**config.mk**
```make
export PLATFORM = sky130hd
export DESIGN_NAME = host_bus_error_status
export DESIGN_NICKNAME = d
export VERILOG_FILES = /design/src/logic/err_status_pkg.sv /design/src/logic/syn_if.sv /design/src/logic/host_bus_error_status.sv /design/src/logic/pin_sync.sv /design/src/logic/syndrome_capture.sv
export SDC_FILE = /design/constraint.sdc
export NUM_CORES = 1
export LEC_CHECK = 0
export BUFFER_PORTS_ARGS = -buffer_cell sky130_fd_sc_hd__buf_2
export CAP_MARGIN = 5
export CORE_ASPECT_RATIO = 1.75
export CORE_MARGIN = 4
export CORE_UTILIZATION = 40
export CTS_CLUSTER_SIZE = 20
export DETAILED_ROUTE_END_ITERATION = 16
export GPL_ROUTABILITY_DRIVEN = 0
export HOLD_SLACK_MARGIN = 0.08
export PLACE_DENSITY_LB_ADDON = 0.05
export SYNTH_ARGS = -nofsm -noshare
export SYNTH_HDL_FRONTEND = slang
export SYNTH_SLANG_ARGS = --single-unit
```
**constraint.sdc**
```tcl
create_clock -name CORE_CLK -period 1.4 [get_ports CORE_CLK]
set_input_delay 0.28 -clock CORE_CLK [delete_from_list [all_inputs] [get_ports CORE_CLK]]
set_output_delay 0.28 -clock CORE_CLK [all_outputs]
set_load 0.1 [all_outputs]
```
**src/logic/err_status_pkg.sv**
```systemverilog
/*
  Shared constants and types for the host bus error control and status block:
  register address, field positions, reset value and the syndrome lock states.
  Assumes an APB slave with 8-bit byte addresses and 32-bit data.
*/
package err_status_pkg;

  // ****************************************************************
  // Bus geometry
  // ****************************************************************
  localparam int unsigned APB_AW    = 8;
  localparam int unsigned APB_DW    = 32;
  localparam int unsigned REG_W     = 16;
  localparam int unsigned SYN_W     = 8;
  localparam int unsigned PIN_COUNT = 3;

  // ****************************************************************
  // Register map and fields
  // ****************************************************************
  localparam logic [7:0]  HOST_ERR_ADDR       = 8'he0;
  localparam logic [15:0] HOST_ERR_RESET      = 16'h0000;
  localparam int unsigned BUS_ERR_FLAG_BIT    = 15;
  localparam int unsigned INT_ERR_FLAG_BIT    = 14;
  localparam int unsigned DETECT_EN_BIT       = 11;
  localparam int unsigned UNCORR_FLAG_BIT     = 10;
  localparam int unsigned UNCORR_DRIVE_EN_BIT = 9;
  localparam int unsigned STRAP_BIT           = 8;
  localparam int unsigned SYN_LSB             = 0;
  localparam int unsigned CTL_LANE            = 1;

  // ****************************************************************
  // Pin order inside the synchroniser
  // ****************************************************************
  localparam int unsigned PIN_BUS_ERR = 0;
  localparam int unsigned PIN_INT_ERR = 1;
  localparam int unsigned PIN_STRAP   = 2;

  // Syndrome field lock states.
  typedef enum logic [1:0] {SYN_OPEN, SYN_HELD_SINGLE, SYN_HELD_MULTI} syn_state_t;

endpackage

```
**src/logic/syn_if.sv**
```systemverilog
/*
  Carrier between the register logic and the syndrome capture unit.
  Assumes both ends run on the core clock.
*/
`timescale 1ns/1ns
interface syn_if;
  import err_status_pkg::*;
  logic               ecc_valid;
  logic               ecc_multi;
  logic [SYN_W-1:0]   ecc_syn;
  logic               read_release;
  logic [SYN_W-1:0]   syn_value;
  logic               update;
  syn_state_t         state;

  modport capture (input ecc_valid, ecc_multi, ecc_syn, read_release,
                   output syn_value, update, state);
  modport host    (output ecc_valid, ecc_multi, ecc_syn, read_release,
                   input syn_value, update, state);
endinterface

```
**src/logic/host_bus_error_status.sv**
```systemverilog
/*
  Host bus error control and status register with APB access, error pin
  detection, uncorrectable error flagging, bus error drive and syndrome lock.
  Assumes the error pins are asynchronous and active low, the strap is stable
  across reset, and the ECC checker reports events on the core clock.
*/
`timescale 1ns/1ns

// Function
// - A detected bus error on the host bus sets the bus error flag at bit 15.
// - A detected internal error on the host bus sets the internal error flag at bit 14.
// - The register is 16 bits at offset E0h and resets to zero.
// - The internal error flag clears only on a written one; a written zero keeps it.
// - Bit 11 enables detection of the bus error and internal error pins.
// - An enabled host error detection produces a request toward the message logic.
// - An uncorrectable host bus error sets bit 10, cleared only by a written one.
// - Bit 9 lets an uncorrectable error drive the bus error pin; zero keeps it off.
// - Read-only bit 8 shows the latched ECC generation strap.
// - A host bus ECC error loads its syndrome into bits 7:0.
// - A loaded syndrome stays locked until software reads it; the read unlocks it.
// - A multiple-bit error overwrites a locked single-bit syndrome.
// - Any other error before the read is not recorded in the syndrome.
module host_bus_error_status
  import err_status_pkg::*;
(
  // Clock and synchronous reset.
  input  wire logic              CORE_CLK,
  input  wire logic              SRST,
  // APB slave.
  input  wire logic              PSEL,
  input  wire logic              PENABLE,
  input  wire logic              PWRITE,
  input  wire logic [APB_AW-1:0] PADDR,
  input  wire logic [APB_DW-1:0] PWDATA,
  input  wire logic [3:0]        PSTRB,
  output logic      [APB_DW-1:0] PRDATA,
  output logic                   PREADY,
  output logic                   PSLVERR,
  // Host bus error pins, active low; the bus error pin is open drain.
  input  wire logic              BUS_ERR_N_IN,
  output logic                   BUS_ERR_N_OUT,
  output logic                   BUS_ERR_N_OE_N,
  input  wire logic              INT_ERR_N,
  // ECC generation strap.
  input  wire logic              ECC_STRAP,
  // ECC checker events.
  input  wire logic              ECC_ERR_VALID,
  input  wire logic              ECC_ERR_MULTI,
  input  wire logic [SYN_W-1:0]  ECC_ERR_SYNDROME,
  // Request toward the message selection logic.
  output logic                   HOST_ERR_MSG_REQ
);

  // ****************************************************************
  // Declarations
  // ****************************************************************
  syn_if syn ();

  logic [PIN_COUNT-1:0] pins_sync;
  logic                 bus_err_seen;
  logic                 int_err_seen;

  logic                 bus_flag_reg;
  logic                 bus_flag_next;
  logic                 int_flag_reg;
  logic                 int_flag_next;
  logic                 uncorr_flag_reg;
  logic                 uncorr_flag_next;
  logic                 detect_en_reg;
  logic                 detect_en_next;
  logic                 drive_en_reg;
  logic                 drive_en_next;
  logic                 strap_reg;
  logic                 strap_next;
  logic                 strap_taken_reg;
  logic                 strap_taken_next;

  logic                 drive_reg;
  logic                 drive_next;
  logic                 msg_reg;
  logic                 msg_next;
  logic                 err_seen_reg;
  logic                 err_seen_next;

  logic                 pready_reg;
  logic                 pready_next;
  logic                 pslverr_reg;
  logic                 pslverr_next;
  logic [APB_DW-1:0]    prdata_reg;
  logic [APB_DW-1:0]    prdata_next;
  logic                 snap_ok_reg;
  logic                 snap_ok_next;

  logic                 done;
  logic                 hit;
  logic                 wr_ctl;
  logic [REG_W-1:0]     reg_view;
  logic                 uncorr_event;

  // ****************************************************************
  // Helpers
  // ****************************************************************

  // A write-one clear that never loses a concurrent set.
  function automatic logic w1c(input logic cur, input logic set, input logic clr);
    w1c = set | (cur & ~clr);
  endfunction

  // ****************************************************************
  // Pin synchronisers and syndrome unit
  // ****************************************************************
  pin_sync u_pin_sync (
    .clk (CORE_CLK),
    .d   ({ECC_STRAP, INT_ERR_N, BUS_ERR_N_IN}),
    .q   (pins_sync)
  );

  syndrome_capture u_syn (
    .clk  (CORE_CLK),
    .rst  (SRST),
    .port (syn.capture)
  );

  // Feed the checker events and the read release into the syndrome unit.
  assign syn.ecc_valid    = ECC_ERR_VALID;
  assign syn.ecc_multi    = ECC_ERR_MULTI;
  assign syn.ecc_syn      = ECC_ERR_SYNDROME;
  assign syn.read_release = done && !PWRITE && hit && snap_ok_reg;

  // ****************************************************************
  // Bus decode
  // ****************************************************************

  // An access completes only at the edge where the ready flop is high.
  assign done   = PSEL && PENABLE && pready_reg;
  assign hit    = (PADDR == HOST_ERR_ADDR);
  assign wr_ctl = done && PWRITE && hit && PSTRB[CTL_LANE];

  // Register image; bits 13:12 are reserved and read as zero.
  always_comb
  begin
    reg_view                          = HOST_ERR_RESET;
    reg_view[BUS_ERR_FLAG_BIT]        = bus_flag_reg;
    reg_view[INT_ERR_FLAG_BIT]        = int_flag_reg;
    reg_view[DETECT_EN_BIT]           = detect_en_reg;
    reg_view[UNCORR_FLAG_BIT]         = uncorr_flag_reg;
    reg_view[UNCORR_DRIVE_EN_BIT]     = drive_en_reg;
    reg_view[STRAP_BIT]               = strap_reg;
    reg_view[SYN_LSB +: SYN_W]        = syn.syn_value;
  end

  // ****************************************************************
  // Error detection
  // ****************************************************************

  // Pins are active low; detection is gated by the enable bit.
  assign bus_err_seen = detect_en_reg && !pins_sync[PIN_BUS_ERR];
  assign int_err_seen = detect_en_reg && !pins_sync[PIN_INT_ERR];
  assign uncorr_event = ECC_ERR_VALID && ECC_ERR_MULTI;

  // ****************************************************************
  // Register state
  // ****************************************************************

  // Control bits take byte lane one; flags use write-one clear.
  always_comb
  begin
    bus_flag_next    = w1c(bus_flag_reg, bus_err_seen,
                           wr_ctl && PWDATA[BUS_ERR_FLAG_BIT]);
    int_flag_next    = w1c(int_flag_reg, int_err_seen,
                           wr_ctl && PWDATA[INT_ERR_FLAG_BIT]);
    uncorr_flag_next = w1c(uncorr_flag_reg, uncorr_event,
                           wr_ctl && PWDATA[UNCORR_FLAG_BIT]);
    detect_en_next   = wr_ctl ? PWDATA[DETECT_EN_BIT] : detect_en_reg;
    drive_en_next    = wr_ctl ? PWDATA[UNCORR_DRIVE_EN_BIT] : drive_en_reg;
    strap_taken_next = 1'b1;
    strap_next       = strap_taken_reg ? strap_reg : pins_sync[PIN_STRAP];
  end

  // The strap is caught once, on the first clock after reset release.
  always_ff @(posedge CORE_CLK)
  begin
    if (SRST)
    begin
      bus_flag_reg    <= HOST_ERR_RESET[BUS_ERR_FLAG_BIT];
      int_flag_reg    <= HOST_ERR_RESET[INT_ERR_FLAG_BIT];
      uncorr_flag_reg <= HOST_ERR_RESET[UNCORR_FLAG_BIT];
      detect_en_reg   <= HOST_ERR_RESET[DETECT_EN_BIT];
      drive_en_reg    <= HOST_ERR_RESET[UNCORR_DRIVE_EN_BIT];
      strap_reg       <= HOST_ERR_RESET[STRAP_BIT];
      strap_taken_reg <= 1'b0;
    end
    else
    begin
      bus_flag_reg    <= bus_flag_next;
      int_flag_reg    <= int_flag_next;
      uncorr_flag_reg <= uncorr_flag_next;
      detect_en_reg   <= detect_en_next;
      drive_en_reg    <= drive_en_next;
      strap_reg       <= strap_next;
      strap_taken_reg <= strap_taken_next;
    end
  end

  // ****************************************************************
  // Pin drive and message request
  // ****************************************************************

  // Drive for one cycle per uncorrectable event; the request fires on the
  // first cycle of a detected condition so a held pin asks only once.
  always_comb
  begin
    drive_next    = uncorr_event && drive_en_reg;
    err_seen_next = bus_err_seen || int_err_seen;
    msg_next      = err_seen_next && !err_seen_reg;
  end

  always_ff @(posedge CORE_CLK)
  begin
    if (SRST)
    begin
      drive_reg    <= 1'b0;
      msg_reg      <= 1'b0;
      err_seen_reg <= 1'b0;
    end
    else
    begin
      drive_reg    <= drive_next;
      msg_reg      <= msg_next;
      err_seen_reg <= err_seen_next;
    end
  end

  // ****************************************************************
  // APB answer
  // ****************************************************************

  // One wait state: read data are snapped on the edge that raises ready so they
  // stand still while the master samples them. A syndrome loaded at or after
  // the snap voids the release, so software never unlocks a value it missed.
  always_comb
  begin
    pready_next  = PSEL && PENABLE && !pready_reg;
    pslverr_next = pready_next && !hit;
    prdata_next  = prdata_reg;
    snap_ok_next = snap_ok_reg && !syn.update;
    if (pready_next)
    begin
      prdata_next  = (hit && !PWRITE) ? {{(APB_DW-REG_W){1'b0}}, reg_view} : '0;
      snap_ok_next = !syn.update;
    end
  end

  always_ff @(posedge CORE_CLK)
  begin
    if (SRST)
    begin
      pready_reg  <= 1'b0;
      pslverr_reg <= 1'b0;
      prdata_reg  <= '0;
      snap_ok_reg <= 1'b0;
    end
    else
    begin
      pready_reg  <= pready_next;
      pslverr_reg <= pslverr_next;
      prdata_reg  <= prdata_next;
      snap_ok_reg <= snap_ok_next;
    end
  end

  assign PREADY           = pready_reg;
  assign PSLVERR          = pslverr_reg;
  assign PRDATA           = prdata_reg;
  assign BUS_ERR_N_OUT    = ~drive_reg;
  assign BUS_ERR_N_OE_N   = ~drive_reg;
  assign HOST_ERR_MSG_REQ = msg_reg;
endmodule

```
**src/logic/pin_sync.sv**
```systemverilog
/*
  Two-flop synchroniser for the asynchronous input pins.
  Assumes the pins are quasi-static or slow against the core clock.
*/
`timescale 1ns/1ns
module pin_sync
  import err_status_pkg::*;
(
  // Clock.
  input  wire logic                 clk,
  // Raw pins and their synchronised copies.
  input  wire logic [PIN_COUNT-1:0] d,
  output logic      [PIN_COUNT-1:0] q
);

  logic [PIN_COUNT-1:0] stage1_reg;
  logic [PIN_COUNT-1:0] stage2_reg;

  // The first stage feeds only the second; no reset so straps keep flowing.
  always_ff @(posedge clk)
  begin
    stage1_reg <= d;
    stage2_reg <= stage1_reg;
  end

  assign q = stage2_reg;

endmodule

```
**src/logic/syndrome_capture.sv**
```systemverilog
/*
  Syndrome capture with read release lock and single-to-multiple overwrite.
  Assumes error events and the release strobe come from core clock logic.
*/
`timescale 1ns/1ns
module syndrome_capture
  import err_status_pkg::*;
(
  // Clock and synchronous reset.
  input  wire logic clk,
  input  wire logic rst,
  // Link to the register logic.
  syn_if.capture    port
);

  syn_state_t       state_reg;
  syn_state_t       state_next;
  logic [SYN_W-1:0] syn_reg;
  logic [SYN_W-1:0] syn_next;
  logic             load;

  // A multiple-bit event on a held single-bit syndrome beats a release arriving in the same cycle.
  always_comb
  begin
    state_next = state_reg;
    syn_next   = syn_reg;
    load       = 1'b0;
    case (state_reg)
      SYN_OPEN:
        load = port.ecc_valid;
      SYN_HELD_SINGLE:
        if (port.ecc_valid && port.ecc_multi)
          load = 1'b1;
        else if (port.read_release)
          state_next = SYN_OPEN;
      SYN_HELD_MULTI:
        if (port.read_release)
          state_next = SYN_OPEN;
      default:
        state_next = SYN_OPEN;
    endcase
    if (load)
    begin
      syn_next   = port.ecc_syn;
      state_next = port.ecc_multi ? SYN_HELD_MULTI : SYN_HELD_SINGLE;
    end
  end

  // Single-bit events while held, and any event while a multiple-bit syndrome is held, are not loaded.
  always_ff @(posedge clk)
  begin
    if (rst)
    begin
      state_reg <= SYN_OPEN;
      syn_reg   <= HOST_ERR_RESET[SYN_W-1:0];
    end
    else
    begin
      state_reg <= state_next;
      syn_reg   <= syn_next;
    end
  end

  assign port.syn_value = syn_reg;
  assign port.update    = load;
  assign port.state     = state_reg;

endmodule
```
==> Flow_metrics.wiki <==
{| class="wikitable"
! Metric !! Value
|-
| Clock Tree Buf Depth || 2
|-
| Detailed-route via count || 1498
|-
| I/O pin total || 99
|-
| Area overhead of the layout relative to synthesis || 25.7%
|-
| CP Launch Type || flip-flop
|-
| Vias per cell || 4.73
|-
| Post-DRT Antenna Nets || 0
|-
| Clock transition at the registers of the reported paths || 0.08 ns
|-
| Final min period || 1.34 ns
|-
| Yosys top cell area share || 47.0%
|-
| Top cell type by total area after synthesis || dfxtp_1
|-
| Leakage power summed over all cells || 0.996 nW
|-
| Fraction of the cycle the final worst path needs || 96.0%
|-
| Kind of critical path || flip-flop to primary output
|-
| Top layer used by detailed routing || met4
|-
| DRT iter0 DRCs || 29
|-
| Final hold vios || 0
|-
| Startpoint of the tightest hold check path || PWDATA[10]
|-
| Global-route wire length before repair || 6540 um
|-
| Number of cells on the worst reg-to-reg path || 5
|-
| Total power per unit cell area || 1160 nW/um^2
|-
| Kind of end point of the critical path || primary output
|-
| Combinational power share || 17.9%
|-
| Count of placed standard cells in the final layout, fillers left out || 317
|-
| Top Family by Delay on Critical Path || buffers and inverters
|-
| Area inside the core boundary || 4400 sq um
|-
| Arrival @ worst endpoint || 1.06 ns
|-
| Starting density of the core || 41.6%
|-
| Status || finished, final reports clean
|-
| Number of library cell types mapped by synthesis || 31
|-
| Sum of met2 wire segment lengths after detailed routing || 2020 um
|-
| Total non-filler cell area in the finished layout || 2300 sq um
|-
| Full die area || 5770 sq um
|-
| Startpoint of the lowest-slack register-to-register path || u_syn.port.state[1]
|-
| Number of rows in the core area || 32
|-
| Mean post-synth cell area || 8.81 sq um
|-
| Fraction of power spent switching nets || 29.4%
|-
| Top post-synthesis cells by area || dfxtp_1, buf_4, a21oi_1
|-
| Clock power share || 34.2%
|-
| Multi-input logic area || 838 sq um
|-
| Total of max-cap violations || 0
|-
| H-tree depth || 2
|-
| Number of buffers created by CTS || 5
|-
| Setup skew after layout || 0.00448 ns
|-
| Total half-perimeter wirelength after legalization and detailed placement || 3020 um
|-
| Sequential share of power || 47.9%
|-
| Worst hold margin || 0.184 ns
|-
| Power, Total || 2.67 mW
|-
| DRC viols || 0
|-
| Nets@finish || 329
|-
| Source-to-sink clock delay at the later pin of the worst-skew pair || 0.29 ns
|-
| Placed instance count || 306
|-
| Buffers & Inverters on Critical Path || 1
|-
| Antenna diode count || 0
|-
| Min-Delay Path Class || input port to flip-flop
|-
| Post-synthesis instance area || 1830 sq um
|-
| WL/cell || 12.2 um
|-
| Antenna violations before repair || 0
|-
| Length of the first detailed-routing pass in iterations || 4
|-
| Routed wire length || 3880 um
|-
| Footprint of the flip-flops and latches || 865 sq um
|-
| Filler cells || 437
|-
| Delay of the slowest cell on the worst path || 0.43 ns
|-
| Max Slew Vio Count || 0
|-
| End of the worst register-to-register path || u_syn.port.state[0]
|-
| Max frequency || 744 MHz
|-
| Sw Pwr || 783 uW
|-
| Flip-flop count of the largest register, all copies and words added || 14
|-
| Worst slack at placement || -0.0269 ns
|-
| Sequential element share of the synthesized area || 47.0%
|-
| Detailed route wirelength on metal3 || 197 um
|-
| Met1 WL || 1630 um
|-
| I/O Buffers || 50
|-
| Synthesized netlist cell count || 208
|-
| Via count of the first global-routing pass || 1467
|-
| Endpoint, Worst Hold || uncorr_flag_reg
|-
| Critical path cell sequence || buf_2
|-
| Req. time, crit path || 1.12 ns
|-
| Final setup slack of the worst path || 0.0562 ns
|-
| Floorplan die width || 59.2 um
|-
| Internal power of the cells || 1.88 mW
|-
| Register bit total from synthesis || 43
|-
| Setup-violating endpoint count in the final report || 0
|-
| Root Driver || clkbuf_8
|-
| Max IR drop VDD || 0.840 mV
|-
| Count of cells along the worst hold path || 2
|-
| Maximum number of pins on one net before global-route repair || 17
|-
| Grt total ovfl || 0
|-
| Worst reg-to-reg setup slack || 0.10 ns
|-
| Share of post-route cells with drive strength above 1 || 29.3%
|-
| Highest fanout seen on the critical path || 2
|-
| GRT Overall Usage || 14.2%
|-
| Instance area at placement || 2140 sq um
|-
| Clk sink count || 43
|-
| Slowest cell on crit path || buf_2
|-
| CTS tree || built
|-
| Die extent in y || 97.5 um
|-
| Yosys warnings || 0
|}
[synth_stat cells, drive strengths merged]
cell type,n
dfxtp,43
inv,5
and3b,1
nand2b,1
nor2,5
o21ai,12
nor3b,1
mux2i,3
nand3,8
and4,2
conb,1
nand2,18
ha,2
a311oi,1
buf,25
a22o,1
a211oi,3
nor3,1
nor4bb,1
a21oi,27
a32o,1
and3,1
nor4b,1
and2,1
nor2b,19
a21o,1
nand3b,1
nand4,15
clkbuf,7
[layer usage]
layer	up-vias	global-route usage, %
li1	796	-
met1	665	16.6
met2	35	24.4
met3	2	2.93
met4	0	5.24
met5	-	0
[stage by stage]
step	TNS [ns]	util (%)
5_1_grt	-0.00155	52.3
3_5_place_dp	-0.0365	48.6
6_report	0	52.3
4_1_cts	0	51.8
2_1_floorplan	0	-
3_3_place_gp	-0.00156	48.6
[area by class of cell]
type                            count  share of cell area, %
Sequential cell                    43                   37.6
Multi-Input combinational cell    145                   36.4
Inverter                            5                  0.978
Timing Repair Buffer               65                   17.4
Clock buffer                        7                   4.67
Clock inverter                      1                  0.217
Tap cell                           51                   2.77
[logic make-up after synthesis]
group                      after synthesis  share of synthesized area [%]
and+or+nand+nor                         76                           23.9
DFF                                     43                           47.0
adders and majority gates                2                           1.37
other                                    1                          0.205
AOI/OAI and AO/OA                       46                           13.8
muxes                                    3                           1.64
buffers and inverters                   37                           12.1
[how the worst max path moves through the flow]
| stage | to | cells after the start | slack, ns | start |
|---|---|---|---|---|
| after floorplan | BUS_ERR_N_OUT | 2 | 0.0001 | drive_reg |
| after global placement | detect_en_reg | 6 | -0.002 | PADDR[1] |
| after detailed placement | drive_en_reg | 6 | -0.03 | PADDR[1] |
| after CTS | u_syn.port.state[0] | 5 | 0.02 | u_syn.port.state[0] |
| after global routing | u_syn.port.state[1] | 5 | -0.002 | u_syn.port.state[1] |
| final | PRDATA[15] | 1 | 0.06 | PRDATA[15] |
[repair_timing]
action,4_1_cts,5_1_grt
setup endpoints to repair,0,6
hold buffers,3,0
setup buffers,0,0
endpoints found under the hold margin,3,0
gates resized for setup,0,4
[cells in the final DEF, fill, tap and decap left out, types with 2 or more instances in the layout]
cell,n
a211oi_1,3
a21oi_1,26
and4_1,2
buf_12,2
buf_2,48
buf_4,12
clkbuf_8,6
conb_1,18
dfxtp_1,42
dlygate4sd3_1,3
inv_1,4
mux2i_1,3
nand2_1,18
nand3_1,8
nand4_1,15
nor2_1,5
nor2b_1,19
o21ai_0,12
[power by group through the flow]
stage	clock (mW)	sequential (mW)	combinational, mW
finish	0.911	1.28	0.477
detailed placement	0	1.31	0.460
floorplan	0	1.32	0.378
global route	0.984	1.28	0.512
CTS	0.946	1.28	0.466
global placement	0	1.31	0.459
Power figures use the tool's default switching activity.
